===== src/shared/sdr_pkg.sv =====
`default_nettype none
package sdr_pkg;
	// channel count and listen address width
	localparam int          CHAN_N        = 10;
	localparam int          ADDR_W        = 5;
	// all channels on after power-up
	localparam logic [9:0]  CHAN_RESET    = 10'h3ff;
	// factory address 28
	localparam logic [4:0]  ADDR_DEFAULT  = 5'h1c;
	// listen address group is 001xxxxx
	localparam logic [2:0]  MLA_GROUP     = 3'h1;
	// interface commands sent with attention true
	localparam logic [7:0]  CMD_GTL       = 8'h01;
	localparam logic [7:0]  CMD_LLO       = 8'h11;
	localparam logic [7:0]  CMD_UNL       = 8'h3f;
	// ascii codes of the data message
	localparam logic [7:0]  ASCII_ZERO    = 8'h30;
	localparam logic [7:0]  ASCII_ONE     = 8'h31;
	localparam logic [7:0]  ASCII_LOWER_A = 8'h61;
	localparam logic [7:0]  ASCII_LOWER_B = 8'h62;
	localparam logic [7:0]  ASCII_CASE    = 8'h20;

	// front-panel control mode
	typedef enum logic [0:0] {
		SDR_LOCAL  = 1'b0,
		SDR_REMOTE = 1'b1
	} sdr_mode_t;

	// command letter seen last in the data message
	typedef enum logic [1:0] {
		SDR_LT_NONE = 2'b00,
		SDR_LT_ON   = 2'b01,
		SDR_LT_OFF  = 2'b10
	} sdr_letter_t;

	// one byte from the bus handshake layer plus the remote enable line
	typedef struct packed {
		logic       valid;
		logic       atn;
		logic       ren;
		logic [7:0] data;
	} sdr_bus_t;
endpackage : sdr_pkg
`default_nettype wire

===== src/rtl/sdr_ctrl.sv =====
`timescale 1ns/10ps
`default_nettype none
module sdr_ctrl
	import sdr_pkg::*;
(
	// clock and reset
	input  wire logic                ref_clk,
	input  wire logic                rst_n,
	// front panel pins, pressed high
	input  wire logic [CHAN_N-1:0]   chan_button,
	input  wire logic                local_button,
	// rear address switches
	input  wire logic [ADDR_W-1:0]   addr_switch,
	// bytes from the bus handshake layer, same clock
	input  wire sdr_bus_t            bus_in,
	// lamps
	output logic [CHAN_N-1:0]        chan_lamp,
	output logic                     local_lamp,
	output logic                     remote_lamp,
	// channel drive outputs
	output logic [3:0]               first_attenuator_port,
	output logic [3:0]               second_attenuator_port,
	output logic                     coax_switch_nine_output,
	output logic                     coax_switch_zero_output
);

	// synchronisers for panel pins
	logic [CHAN_N-1:0]  btn_s1;
	logic [CHAN_N-1:0]  btn_s2;
	logic [CHAN_N-1:0]  btn_prev;
	logic               loc_s1;
	logic               loc_s2;
	logic               loc_prev;
	logic [ADDR_W-1:0]  addr_s1;
	logic [ADDR_W-1:0]  addr_s2;
	logic [ADDR_W-1:0]  listen_addr;

	// control state
	sdr_mode_t          mode;
	sdr_mode_t          next_mode;
	logic               lockout;
	logic               next_lockout;
	logic               listen;
	logic               next_listen;
	sdr_letter_t        letter;
	sdr_letter_t        next_letter;
	logic [CHAN_N-1:0]  chan_state;
	logic [CHAN_N-1:0]  next_chan;
	logic               next_local_lamp;
	logic               next_remote_lamp;

	// decoded events
	logic [CHAN_N-1:0]  btn_press;
	logic               local_press;
	logic [7:0]         mla;
	logic               cmd_valid;
	logic               data_apply;
	logic [7:0]         low_case;
	logic               is_on_letter;
	logic               is_off_letter;
	logic [CHAN_N-1:0]  dig_hit;

	// pin synchronisers and address capture
	always_ff @(posedge ref_clk or negedge rst_n) begin
		if (!rst_n) begin
			btn_s1      <= '0;
			btn_s2      <= '0;
			btn_prev    <= '0;
			loc_s1      <= 1'b0;
			loc_s2      <= 1'b0;
			loc_prev    <= 1'b0;
			addr_s1     <= ADDR_DEFAULT;
			addr_s2     <= ADDR_DEFAULT;
			listen_addr <= ADDR_DEFAULT;
		end else begin
			btn_s1      <= chan_button;
			btn_s2      <= btn_s1;
			btn_prev    <= btn_s2;
			loc_s1      <= local_button;
			loc_s2      <= loc_s1;
			loc_prev    <= loc_s2;
			addr_s1     <= addr_switch;
			addr_s2     <= addr_s1;
			listen_addr <= addr_s2;
		end
	end

	// press edges and byte classification
	assign btn_press     = btn_s2 & ~btn_prev;
	assign local_press   = loc_s2 & ~loc_prev;
	assign mla           = {MLA_GROUP, listen_addr};
	assign cmd_valid     = bus_in.valid & bus_in.atn;
	assign data_apply    = bus_in.valid & ~bus_in.atn & listen & (mode == SDR_REMOTE);
	assign low_case      = bus_in.data | ASCII_CASE;
	assign is_on_letter  = (low_case == ASCII_LOWER_A);
	assign is_off_letter = (low_case == ASCII_LOWER_B);

	// digit decode: bit i is button i+1, the last bit is button zero
	genvar g;
	generate
		for (g = 0; g < CHAN_N; g++) begin : g_digit
			localparam logic [7:0] CODE = (g == CHAN_N - 1) ? ASCII_ZERO : 8'(ASCII_ONE + g);
			assign dig_hit[g] = (bus_in.data == CODE);
		end
	endgenerate

	// next control state
	always_comb begin
		next_mode    = mode;
		next_lockout = lockout;
		next_listen  = listen;
		next_letter  = letter;
		next_chan    = chan_state;
		// buttons act only in local mode
		if (mode == SDR_LOCAL) begin
			next_chan = chan_state ^ btn_press;
		end
		// data message characters
		if (data_apply) begin
			if (is_on_letter) begin
				next_letter = SDR_LT_ON;
			end else if (is_off_letter) begin
				next_letter = SDR_LT_OFF;
			end else if (letter == SDR_LT_ON) begin
				next_chan = chan_state | dig_hit;
			end else if (letter == SDR_LT_OFF) begin
				next_chan = chan_state & ~dig_hit;
			end
		end
		// interface commands
		if (cmd_valid) begin
			if (bus_in.data == mla) begin
				next_listen = 1'b1;
				next_letter = SDR_LT_NONE;
				if (bus_in.ren) begin
					next_mode = SDR_REMOTE;
				end
			end else if (bus_in.data == CMD_UNL) begin
				next_listen = 1'b0;
			end else if (bus_in.data == CMD_LLO) begin
				next_lockout = 1'b1;
			end else if ((bus_in.data == CMD_GTL) && listen) begin
				next_mode = SDR_LOCAL;
			end
		end
		// local key returns to local unless locked out
		if ((mode == SDR_REMOTE) && !lockout && local_press) begin
			next_mode = SDR_LOCAL;
		end
		// remote enable false clears lockout and sets local
		if (!bus_in.ren) begin
			next_mode    = SDR_LOCAL;
			next_lockout = 1'b0;
		end
		next_local_lamp  = (next_mode == SDR_LOCAL);
		next_remote_lamp = (next_mode == SDR_REMOTE);
	end

	// control registers
	always_ff @(posedge ref_clk or negedge rst_n) begin
		if (!rst_n) begin
			mode        <= SDR_LOCAL;
			lockout     <= 1'b0;
			listen      <= 1'b0;
			letter      <= SDR_LT_NONE;
			chan_state  <= CHAN_RESET;
			local_lamp  <= 1'b1;
			remote_lamp <= 1'b0;
		end else begin
			mode        <= next_mode;
			lockout     <= next_lockout;
			listen      <= next_listen;
			letter      <= next_letter;
			chan_state  <= next_chan;
			local_lamp  <= next_local_lamp;
			remote_lamp <= next_remote_lamp;
		end
	end

	// lamps and outputs share the one stored bit per channel
	assign chan_lamp               = chan_state;
	assign first_attenuator_port   = chan_state[3:0];
	assign second_attenuator_port  = chan_state[7:4];
	assign coax_switch_nine_output = chan_state[8];
	assign coax_switch_zero_output = chan_state[9];

	// checking helpers
	logic post_rst;
	always_ff @(posedge ref_clk or negedge rst_n) begin
		if (!rst_n) begin
			post_rst <= 1'b0;
		end else begin
			post_rst <= 1'b1;
		end
	end
endmodule : sdr_ctrl
`default_nettype wire


===== config.mk =====
export PLATFORM = sky130hd
export DESIGN_NAME = sdr_ctrl
export DESIGN_NICKNAME = d
export VERILOG_FILES = /design/src/shared/sdr_pkg.sv /design/src/rtl/sdr_ctrl.sv
export SDC_FILE = /design/constraint.sdc
export NUM_CORES = 1
export LEC_CHECK = 0
export ABC_AREA = 1
export BUFFER_PORTS_ARGS = -buffer_cell sky130_fd_sc_hd__buf_4
export CORE_ASPECT_RATIO = 0.5
export CORE_MARGIN = 4
export CORE_UTILIZATION = 40
export DETAILED_ROUTE_END_ITERATION = 10
export GPL_TIMING_DRIVEN = 0
export PLACE_DENSITY_LB_ADDON = 0.05
export SLEW_MARGIN = 20
export SYNTH_ARGS = -nofsm -noshare
export SYNTH_HDL_FRONTEND = slang
export SYNTH_SLANG_ARGS = --single-unit

===== constraint.sdc =====
create_clock -name ref_clk -period 1.4 [get_ports ref_clk]
set_input_delay 0.35 -clock ref_clk [delete_from_list [all_inputs] [get_ports ref_clk]]
set_output_delay 0.35 -clock ref_clk [all_outputs]
set_load 0.01 [all_outputs]

==> results.json, run 1 <==
{
  "status": "completed",
  "io_buffers": 50,
  "endpoint_kind": "output pin",
  "p_seq_share_pct": 41.1,
  "pwr-share-comb_pct": 18.6,
  "fin_crit_ns": 1.36,
  "die_h_um": 69.5,
  "clk_pin_slew_ns": 0.06,
  "wl_per_cell_um": 12.7,
  "ant_nets": 0,
  "syn_to_final_growth_pct": 27.3,
  "clock-sinks": 64,
  "vias": 2413,
  "synth_edf_count": 0,
  "place_inst": 510,
  "hold_viol_final": 0,
  "post-route-util_pct": 52.5,
  "gp_congestion": 0.816,
  "start_kind": "flop",
  "maxCapViolations": 0,
  "cp_top_family": "flip-flops",
  "start_util_pct": 41.3,
  "grt_usage_pct": 15.8,
  "final_cell_area_um2": 3850,
  "die_area_um2": 9090,
  "grt_pass1_wl_um": 11100,
  "p_sw_uw": 1460,
  "syn_nets": 393,
  "num_rows": 22,
  "finalCritPeriodShare_pct": 97.0,
  "cp_slowest_cell": "dfstp_2",
  "skew_ns": 0.00714,
  "h-tree-depth": 3,
  "crit_fanout": 3,
  "dp_hpwl_um": 4630,
  "core-area_um2": 7320,
  "yosysSeqAreaShare_pct": 53.8,
  "p_clk_share_pct": 40.3,
  "dr.first_iter.drc_count": 100,
  "yosysWarnings": 0,
  "max_slew_margin_pct": 46.3,
  "seqCellArea_um2": 1630,
  "vias_per_cell": 4.59,
  "clkLatencyLatePin_ns": 0.33,
  "synth.most_common_cell": "nand2_1",
  "io_pins": 51,
  "drive_gt1_share_pct": 31.6,
  "synth_top_area_share_pct": 36.4,
  "fin_cells": 526,
  "firstDrtPassIters": 4,
  "total_leakage_power_uw": 0.00204,
  "fin_setup_tns_ns": 0,
  "ys_seq_elements": 64,
  "crit_arrival_ns": 1.01,
  "multi_input_area_um2": 1030,
  "clock_path_buffers": 2,
  "min_path_type": "input port to async pin",
  "n_antenna_cell": 0,
  "p_int_uw": 3710,
  "whs_ns": 0.119,
  "die_w_um": 131,
  "antenna_found_initial": 0,
  "worst_pin_slew_ns": 0.805,
  "cts_buffers": 9,
  "path_buf_inv": 1,
  "cp_cell_sequence": "buf_4",
  "cts-root-buf": "clkbuf_16",
  "swShare_pct": 28.2,
  "dpl_cell_area_um2": 3520,
  "ys.flop_type": "dfrtp_1",
  "rsz0062_at_grt": "false",
  "overflow": 0,
  "maxSlewViolCount": 0,
  "cts_tree": "built",
  "async_reset_ff_share_pct": 100,
  "drc": 0,
  "cp.required_ns": 1.05,
  "grt_start_max_net_pins": 65,
  "critical_path.max_stage_delay_ns": 0.56,
  "synthCells": 364,
  "finalSetupViolations": 0,
  "yosysTopAreaCell": "dfrtp_1",
  "netlist_top_cells_area": "dfrtp_1 (36%), dfstp_2 (17%), nand2_1 (14%), inv_1 (7.6%), nor2_1 (4.0%)",
  "synth_area_per_cell_um2": 8.30,
  "timing.fmax_mhz": 737,
  "fillers": 714,
  "wl_um": 6700,
  "netlist_area_um2": 3020,
  "synthTopCellsByCount": "nand2_1 (109), inv_1 (61), dfrtp_1 (44)",
  "irDropWorstVdd_uv": 683,
  "p_per_area_nw_per_um2": 1340,
  "grt_pass1_vias": 2322,
  "worstSetupPathType": "flop to output pin",
  "synth.distinct_cells": 27,
  "layout.nets": 454
}
path summary, 6_finish.rpt:
| kind | from | end | slack, ns | cells past startpoint |
|---|---|---|---|---|
| worst max-delay path | chan_lamp[1] | chan_lamp[1] | 0.04 | 1 |
| worst min-delay path | rst_n | btn_s1[6] | 0.12 | 1 |
| worst max register to register | listen | chan_lamp[8] | 0.10 | 7 |
| worst min register to register | btn_s1[7] | btn_s2[7] | 0.35 | 0 |
| max in group asynchronous | rst_n | mode | 0.72 | 1 |
| min in group ref_clk | addr_switch[4] | addr_s1[4] | 0.12 | 1 |
registers in the layout, indices dropped and copies added, names as in the netlist, 2 cells and up:
signal / cells
btn_prev: 10
letter: 2
btn_s1: 10
chan_lamp: 10
addr_s2: 5
btn_s2: 10
addr_s1: 5
listen_addr: 5
power by group through the flow:
stage / sequential (µW) / clock, µW / combinational, µW
after global placement: 2170 / 0 / 875
after global routing: 2140 / 2220 / 1080
final: 2120 / 2080 / 962
after floorplan: 2180 / 0 / 520
after CTS: 2130 / 2130 / 968
after detailed placement: 2180 / 0 / 900
cells in the final DEF, fill, tap and decap left out, types with 2 or more instances in the layout:
cell        instances
a21oi_1            10
a21oi_2             9
a31oi_1             2
buf_4              52
buf_6              11
clkbuf_16           9
clkbuf_2            3
clkinvlp_4          4
dfrtp_1            43
dfstp_2            20
inv_1              61
inv_2               4
inv_6               2
nand2_1           109
nand2_2             5
nand3_1            23
nand4_1             2
nor2_1             32
nor2_2              9
nor2_4              2
nor3_1              2
o21ai_0             6
xor2_1              3
routing by layer:
metal	track usage, %	part of all wire, %	up-vias
met2	23.3	44	52
met4	4.45	1.1	0
li1	-	-	1208
met3	6.08	5.6	8
met1	21.8	49	1145
met5	0	0	-
cells by family (layout without fill, tap and decap cells):
family / Yosys count / after routing / share of synthesized area [%]
simple gates: 187 / 187 / 27.1
buf+inv: 82 / 148 / 12.1
flops: 64 / 64 / 53.8
compound gates: 28 / 28 / 6.05
xor+xnor: 3 / 3 / 0.870
area by class of cell:
| class | count | share of cell area [%] |
|---|---|---|
| Sequential cell | 64 | 42.3 |
| Timing Repair Buffer | 60 | 12.5 |
| Inverter | 65 | 6.34 |
| Clock inverter | 7 | 1.46 |
| Tap cell | 96 | 3.12 |
| Multi-Input combinational cell | 218 | 26.7 |
| Clock buffer | 9 | 5.86 |
| Buffer | 7 | 1.66 |
stage by stage:
stage | setup slack [ns] | power [µW]
after floorplan | 0.226 | 2700
after global placement | -0.0370 | 3040
after detailed placement | -0.0708 | 3080
after CTS | 0.0241 | 5220
after global routing | 0.00809 | 5440
final | 0.0424 | 5160
timing repair:
item / 4_1_cts / 5_1_grt
endpoints found under the setup margin: 18 / 10
setup buffers: 10 / 0
pin swaps: 0 / 0
resized for setup: 10 / 10
hold buffers: 0 / 0
No activity file was read; power rests on OpenSTA's default activity.
==> inputs of run 2 (changes only) <==
--- a/config.mk
+++ b/config.mk
@@ -10,6 +10,7 @@
 export CORE_ASPECT_RATIO = 0.5
 export CORE_MARGIN = 4
 export CORE_UTILIZATION = 40
+export CTS_BUF_LIST = sky130_fd_sc_hd__clkbuf_4 sky130_fd_sc_hd__clkbuf_8 sky130_fd_sc_hd__clkbuf_16
 export DETAILED_ROUTE_END_ITERATION = 10
 export GPL_TIMING_DRIVEN = 0
 export PLACE_DENSITY_LB_ADDON = 0.05
==> constraint.sdc (replaced) <==
create_clock -name ref_clk -period 1.4 [get_ports ref_clk]
set_input_delay 0.07 -clock ref_clk [delete_from_list [all_inputs] [get_ports ref_clk]]
set_output_delay 0.07 -clock ref_clk [all_outputs]
set_load 0.01 [all_outputs]
==> run 2 against run 1 <==
Global-route usage is 0.084 points higher. Non-clock buffer count grew 18. Clock power is essentially flat. Sequential share of layout area fell by 1.6 points. Cell count is 3.4% higher. Core utilization grew 2.0 points. Critical path type is now flop to flop. Combinational power shrank 2.7%. Count of clock-buffer cells in the layout unchanged. Sequential cell count unchanged. Worst setup slack better by 0.071 ns. Hold slack gained 0.0045 ns. Fmax rose by 5.6%.
==> results.json, run 2 (synthesis results as in run 1) <==
{
  "irDropWorstVdd_uv": 680,
  "grt_pass1_vias": 2321,
  "gp_congestion": 0.816,
  "clock-sinks": 64,
  "p_per_area_nw_per_um2": 1290,
  "final_cell_mix": "nand2_1 (109), inv_1 (61), buf_4 (61)",
  "min_path_type": "input port to flop",
  "dr.first_iter.drc_count": 78,
  "endpoint_kind": "flop",
  "die_area_um2": 9090,
  "core-area_um2": 7320,
  "crit_fanout": 10,
  "grt_start_max_net_pins": 65,
  "die_w_um": 131,
  "io_pins": 51,
  "syn_to_final_growth_pct": 32.1,
  "cts_buffers": 9,
  "clock_path_buffers": 2,
  "vias_per_cell": 4.53,
  "max_slew_margin_pct": 46.3,
  "hold_viol_final": 0,
  "start_kind": "flop",
  "final_common_cell": "nand2_1",
  "h-tree-depth": 3,
  "drive_gt1_share_pct": 30.4,
  "rsz0062_at_grt": "false",
  "layout.nets": 472,
  "start_util_pct": 41.3,
  "firstDrtPassIters": 4,
  "maxSlewViolCount": 0,
  "finalSetupViolations": 0,
  "crit_arrival_ns": 1.54,
  "fin_crit_ns": 1.29,
  "wl_um": 6730,
  "n_antenna_cell": 0,
  "antenna_found_initial": 0,
  "worst_pin_slew_ns": 0.806,
  "cts_setup_buffers": 0,
  "skew_ns": 0.00592,
  "cts-root-buf": "clkbuf_16",
  "whs_ns": 0.123,
  "grt_pass1_wl_um": 11200,
  "vias": 2465,
  "num_rows": 22,
  "dp_hpwl_um": 4630,
  "status": "completed",
  "overflow": 0,
  "grt_usage_pct": 15.9,
  "clkLatencyLatePin_ns": 0.33,
  "drc": 0,
  "io_buffers": 50,
  "die_h_um": 69.5,
  "finalCritPeriodShare_pct": 91.9,
  "ant_nets": 0,
  "clk_pin_slew_ns": 0.06,
  "fin_setup_tns_ns": 0,
  "worstSetupPathType": "flop to flop",
  "wl_per_cell_um": 12.4,
  "total_leakage_power_uw": 0.00211,
  "timing.fmax_mhz": 778,
  "cp.required_ns": 1.65,
  "maxCapViolations": 0,
  "cts_tree": "built"
}
## run 2: cell types whose count changed in the layout (fill, tap and decap cells not counted)
cell           change
buf_4              +9
dlygate4sd3_1     +18
buf_6              -9
## run 2: area by class of cell
class / count / area, µm²
fillers: 699 / 3330
flip-flops and latches: 64 / 1630
multi-input cells: 218 / 1030
repair buffers: 68 / 556
inverters: 65 / 244
clock buffers: 9 / 225
plain buffers: 17 / 135
well taps: 96 / 120
clock inverters: 7 / 56.3
## run 2: repair_timing
action / CTS / global route
endpoints found under the hold margin: 61 / 0
endpoints found under the setup margin: 6 / 10
hold buffers: 18 / 0
gates resized for setup: 2 / 9
## run 2: path summary, 6_finish.rpt
kind | from | end | slack (ns) | cells past startpoint
hold / removal | bus_in[5] | lockout | 0.12 | 4
hold reg to reg | btn_s1[7] | btn_s2[7] | 0.35 | 0
setup reg to reg | listen | chan_lamp[8] | 0.11 | 7
setup / recovery | listen | chan_lamp[8] | 0.11 | 7
min in group asynchronous | rst_n | btn_s2[8] | 0.38 | 2
max in group asynchronous | rst_n | mode | 0.45 | 2
## run 2: critical path, stage by stage (launching register included)
cell and delay (ns):
dfrtp_1 0.34, inv_1 0.06, nor2_1 0.08, nand3_1 0.15, nand3b_4 0.21, buf_6 0.16
nor2_1 0.14, a21boi_2 0.06
## run 2: per-stage QoR
stage                     instances  total power [µW]  area [µm²]  setup slack [ns]  util (%)
after global routing            544              5440        3990            0.0121      54.5
after CTS                       544              5220        3980            0.0241      54.4
after floorplan                 364              2700        3020             0.226         -
after global placement          510              3040        3520           -0.0184      48.0
final                           544              5150        3990             0.114      54.5
after detailed placement        510              3080        3520           -0.0476      48.0
## run 2: metal layers
layer	vias to the layer above	track usage [%]	part of all wire (%)
met4	0	4.33	0.30
met1	1172	22.5	50
met5	-	0	0
met2	46	23.1	45
li1	1245	-	-
met3	2	5.69	4.5
## run 2: report_power, final
part	internal, µW	total [µW]	switching (µW)
Sequential	2040	2150	108
Clock	1210	2070	858
Combinational	460	936	476
==> inputs of run 3 (changes only) <==
--- a/config.mk
+++ b/config.mk
@@ -7,7 +7,6 @@
 export LEC_CHECK = 0
 export ABC_AREA = 1
 export BUFFER_PORTS_ARGS = -buffer_cell sky130_fd_sc_hd__buf_4
-export CORE_ASPECT_RATIO = 0.5
 export CORE_MARGIN = 4
 export CORE_UTILIZATION = 40
 export CTS_BUF_LIST = sky130_fd_sc_hd__clkbuf_4 sky130_fd_sc_hd__clkbuf_8 sky130_fd_sc_hd__clkbuf_16
==> constraint.sdc (replaced) <==
create_clock -name ref_clk -period 1.5 [get_ports ref_clk]
set_input_delay 0.075 -clock ref_clk [delete_from_list [all_inputs] [get_ports ref_clk]]
set_output_delay 0.075 -clock ref_clk [all_outputs]
set_load 0.01 [all_outputs]
==> run 3 against run 2 <==
Non-clock buffer count stayed put. Core utilization decreased by 1.1 points. Global-route usage up 0.25 points. Register-to-register slack improved by 0.04 ns. Sequential share of layout area increased by 0.99 points. Critical path depth grew 1. Count of clock-buffer cells in the layout up 1. Clock power down 35%. Clock skew up 0.0018 ns. Fmax decreased by 4.2%. Critical path type unchanged. Highest routed layer unchanged.
==> results.json, run 3 (synthesis results as in run 1) <==
{
  "total_leakage_power_uw": 0.00206,
  "h-tree-depth": 3,
  "dr.first_iter.drc_count": 90,
  "crit_arrival_ns": 1.62,
  "finalSetupViolations": 0,
  "drc": 0,
  "cp.required_ns": 1.78,
  "status": "completed",
  "pre_cts_ws_ns": 0.0874,
  "cts_setup_buffers": 0,
  "start_util_pct": 41.4,
  "core-area_um2": 7290,
  "fin_setup_tns_ns": 0,
  "endpoint_kind": "flop",
  "die_h_um": 94.9,
  "wl_per_cell_um": 11.8,
  "min_from": "bus_in[5]",
  "clock-sinks": 64,
  "p_per_area_nw_per_um2": 1080,
  "dp_hpwl_um": 4270,
  "min_path_type": "input port to flop",
  "fin_crit_ns": 1.34,
  "crit_fanout": 10,
  "die_w_um": 94.9,
  "timing.fmax_mhz": 745,
  "cts-root-buf": "clkbuf_8",
  "syn_to_final_growth_pct": 28.9,
  "irDropWorstVdd_uv": 658,
  "num_rows": 31,
  "post-route-util_pct": 53.4,
  "final_common_cell": "nand2_1",
  "ant_nets": 0,
  "max_slew_margin_pct": 48.6,
  "io_pins": 51,
  "r2r_slack_ns": 0.16,
  "worstSetupPathType": "flop to flop",
  "maxCapViolations": 0,
  "clock_path_buffers": 2,
  "cts_tree": "built",
  "clk_pin_slew_ns": 0.07,
  "maxSlewViolCount": 0,
  "die_area_um2": 9010,
  "final_cell_mix": "nand2_1 (109), inv_1 (61), buf_4 (60)",
  "whs_ns": 0.102,
  "grt_usage_pct": 16.2,
  "fillers": 722,
  "clkLatencyLatePin_ns": 0.34,
  "grt_pass1_vias": 2412,
  "whs_path_depth": 4,
  "firstDrtPassIters": 4,
  "n_antenna_cell": 0,
  "fin_cells": 547,
  "worst_pin_slew_ns": 0.771,
  "hold_viol_final": 0,
  "worstHoldEndpoint": "lockout",
  "io_buffers": 50,
  "drive_gt1_share_pct": 29.9,
  "antenna_found_initial": 0,
  "reg2reg_from": "mode",
  "place_inst": 513,
  "finalCritPeriodShare_pct": 89.5,
  "rsz0062_at_grt": "false",
  "layout.nets": 472,
  "finalWorstSetupSlack_ns": 0.158,
  "cp_cell_sequence": "clkbuf_4 -> nor2_1 -> nand3_1 -> nand2_1 -> nand2_1 -> nand2_1 -> nand2_1 -> a21oi_2",
  "cp_slowest_cell": "dfrtp_1",
  "gp_congestion": 0.832,
  "vias": 2395,
  "critical_path.max_stage_delay_ns": 0.45,
  "wl_um": 6450,
  "grt_start_max_net_pins": 65,
  "ff2ff_path_depth": 8,
  "overflow": 0,
  "vias_per_cell": 4.38,
  "cts_buffers": 9,
  "path_common_cell": "nand2_1",
  "skew_ns": 0.00767,
  "grt_pass1_wl_um": 11000,
  "worstReg2RegEnd": "chan_lamp[5]",
  "start_kind": "flop"
}
## run 3: per-stage QoR
stage                     power [µW]  instance area, µm²
after floorplan                 2520                3020
after global placement          2860                3520
after detailed placement        2880                3520
after CTS                       4280                3880
after global routing            4500                3890
final                           4210                3890
## run 3: worst max path at each step
stage / from / endpoint / slack, ns / cells past startpoint
4_1_cts: letter[0] / chan_lamp[8] / 0.05 / 6
3_3_place_gp: mode / chan_lamp[8] / 0.10 / 8
3_5_place_dp: letter[0] / chan_lamp[8] / 0.09 / 6
2_1_floorplan: mode / chan_lamp[8] / 0.33 / 8
5_1_grt: mode / chan_lamp[2] / 0.003 / 9
6_report: mode / chan_lamp[5] / 0.16 / 8
## run 3: area by class of cell
class / count / area (µm²) / share of cell area [%]
well taps: 99 / 124 / 3.18
multi-input cells: 218 / 1030 / 26.4
inverters: 65 / 248 / 6.36
plain buffers: 17 / 130 / 3.34
clock inverters: 6 / 45.0 / 1.16
clock buffers: 10 / 138 / 3.53
repair buffers: 68 / 556 / 14.3
flip-flops and latches: 64 / 1630 / 41.8
## run 3: critical path, delay by kind of cell, from the launching register on
| kind | cells | cell delay [ns] |
|---|---|---|
| DFF | 1 | 0.45 |
| and+or+nand+nor | 6 | 0.45 |
| buffers and inverters | 1 | 0.25 |
| AOI/OAI and AO/OA | 1 | 0.13 |
## run 3: where the power goes
group / internal (µW) / switching (µW)
Clock: 645 / 692
Combinational: 430 / 443
Sequential: 1900 / 103
Total: 2980 / 1240
## run 3: metal layers
layer	up-vias	part of all wire, %	track usage [%]
li1	1240	-	-
met1	1108	45	20.2
met2	40	48	26.2
met3	7	5.6	5.34
met4	0	1.2	5.65
met5	-	0	0
## run 3: what timing repair did
| action | 4_1_cts | 5_1_grt |
|---|---|---|
| hold endpoints to repair | 61 | 0 |
| endpoints found under the setup margin | 0 | 10 |
| hold buffers | 18 | 0 |
| resized for setup | 0 | 7 |
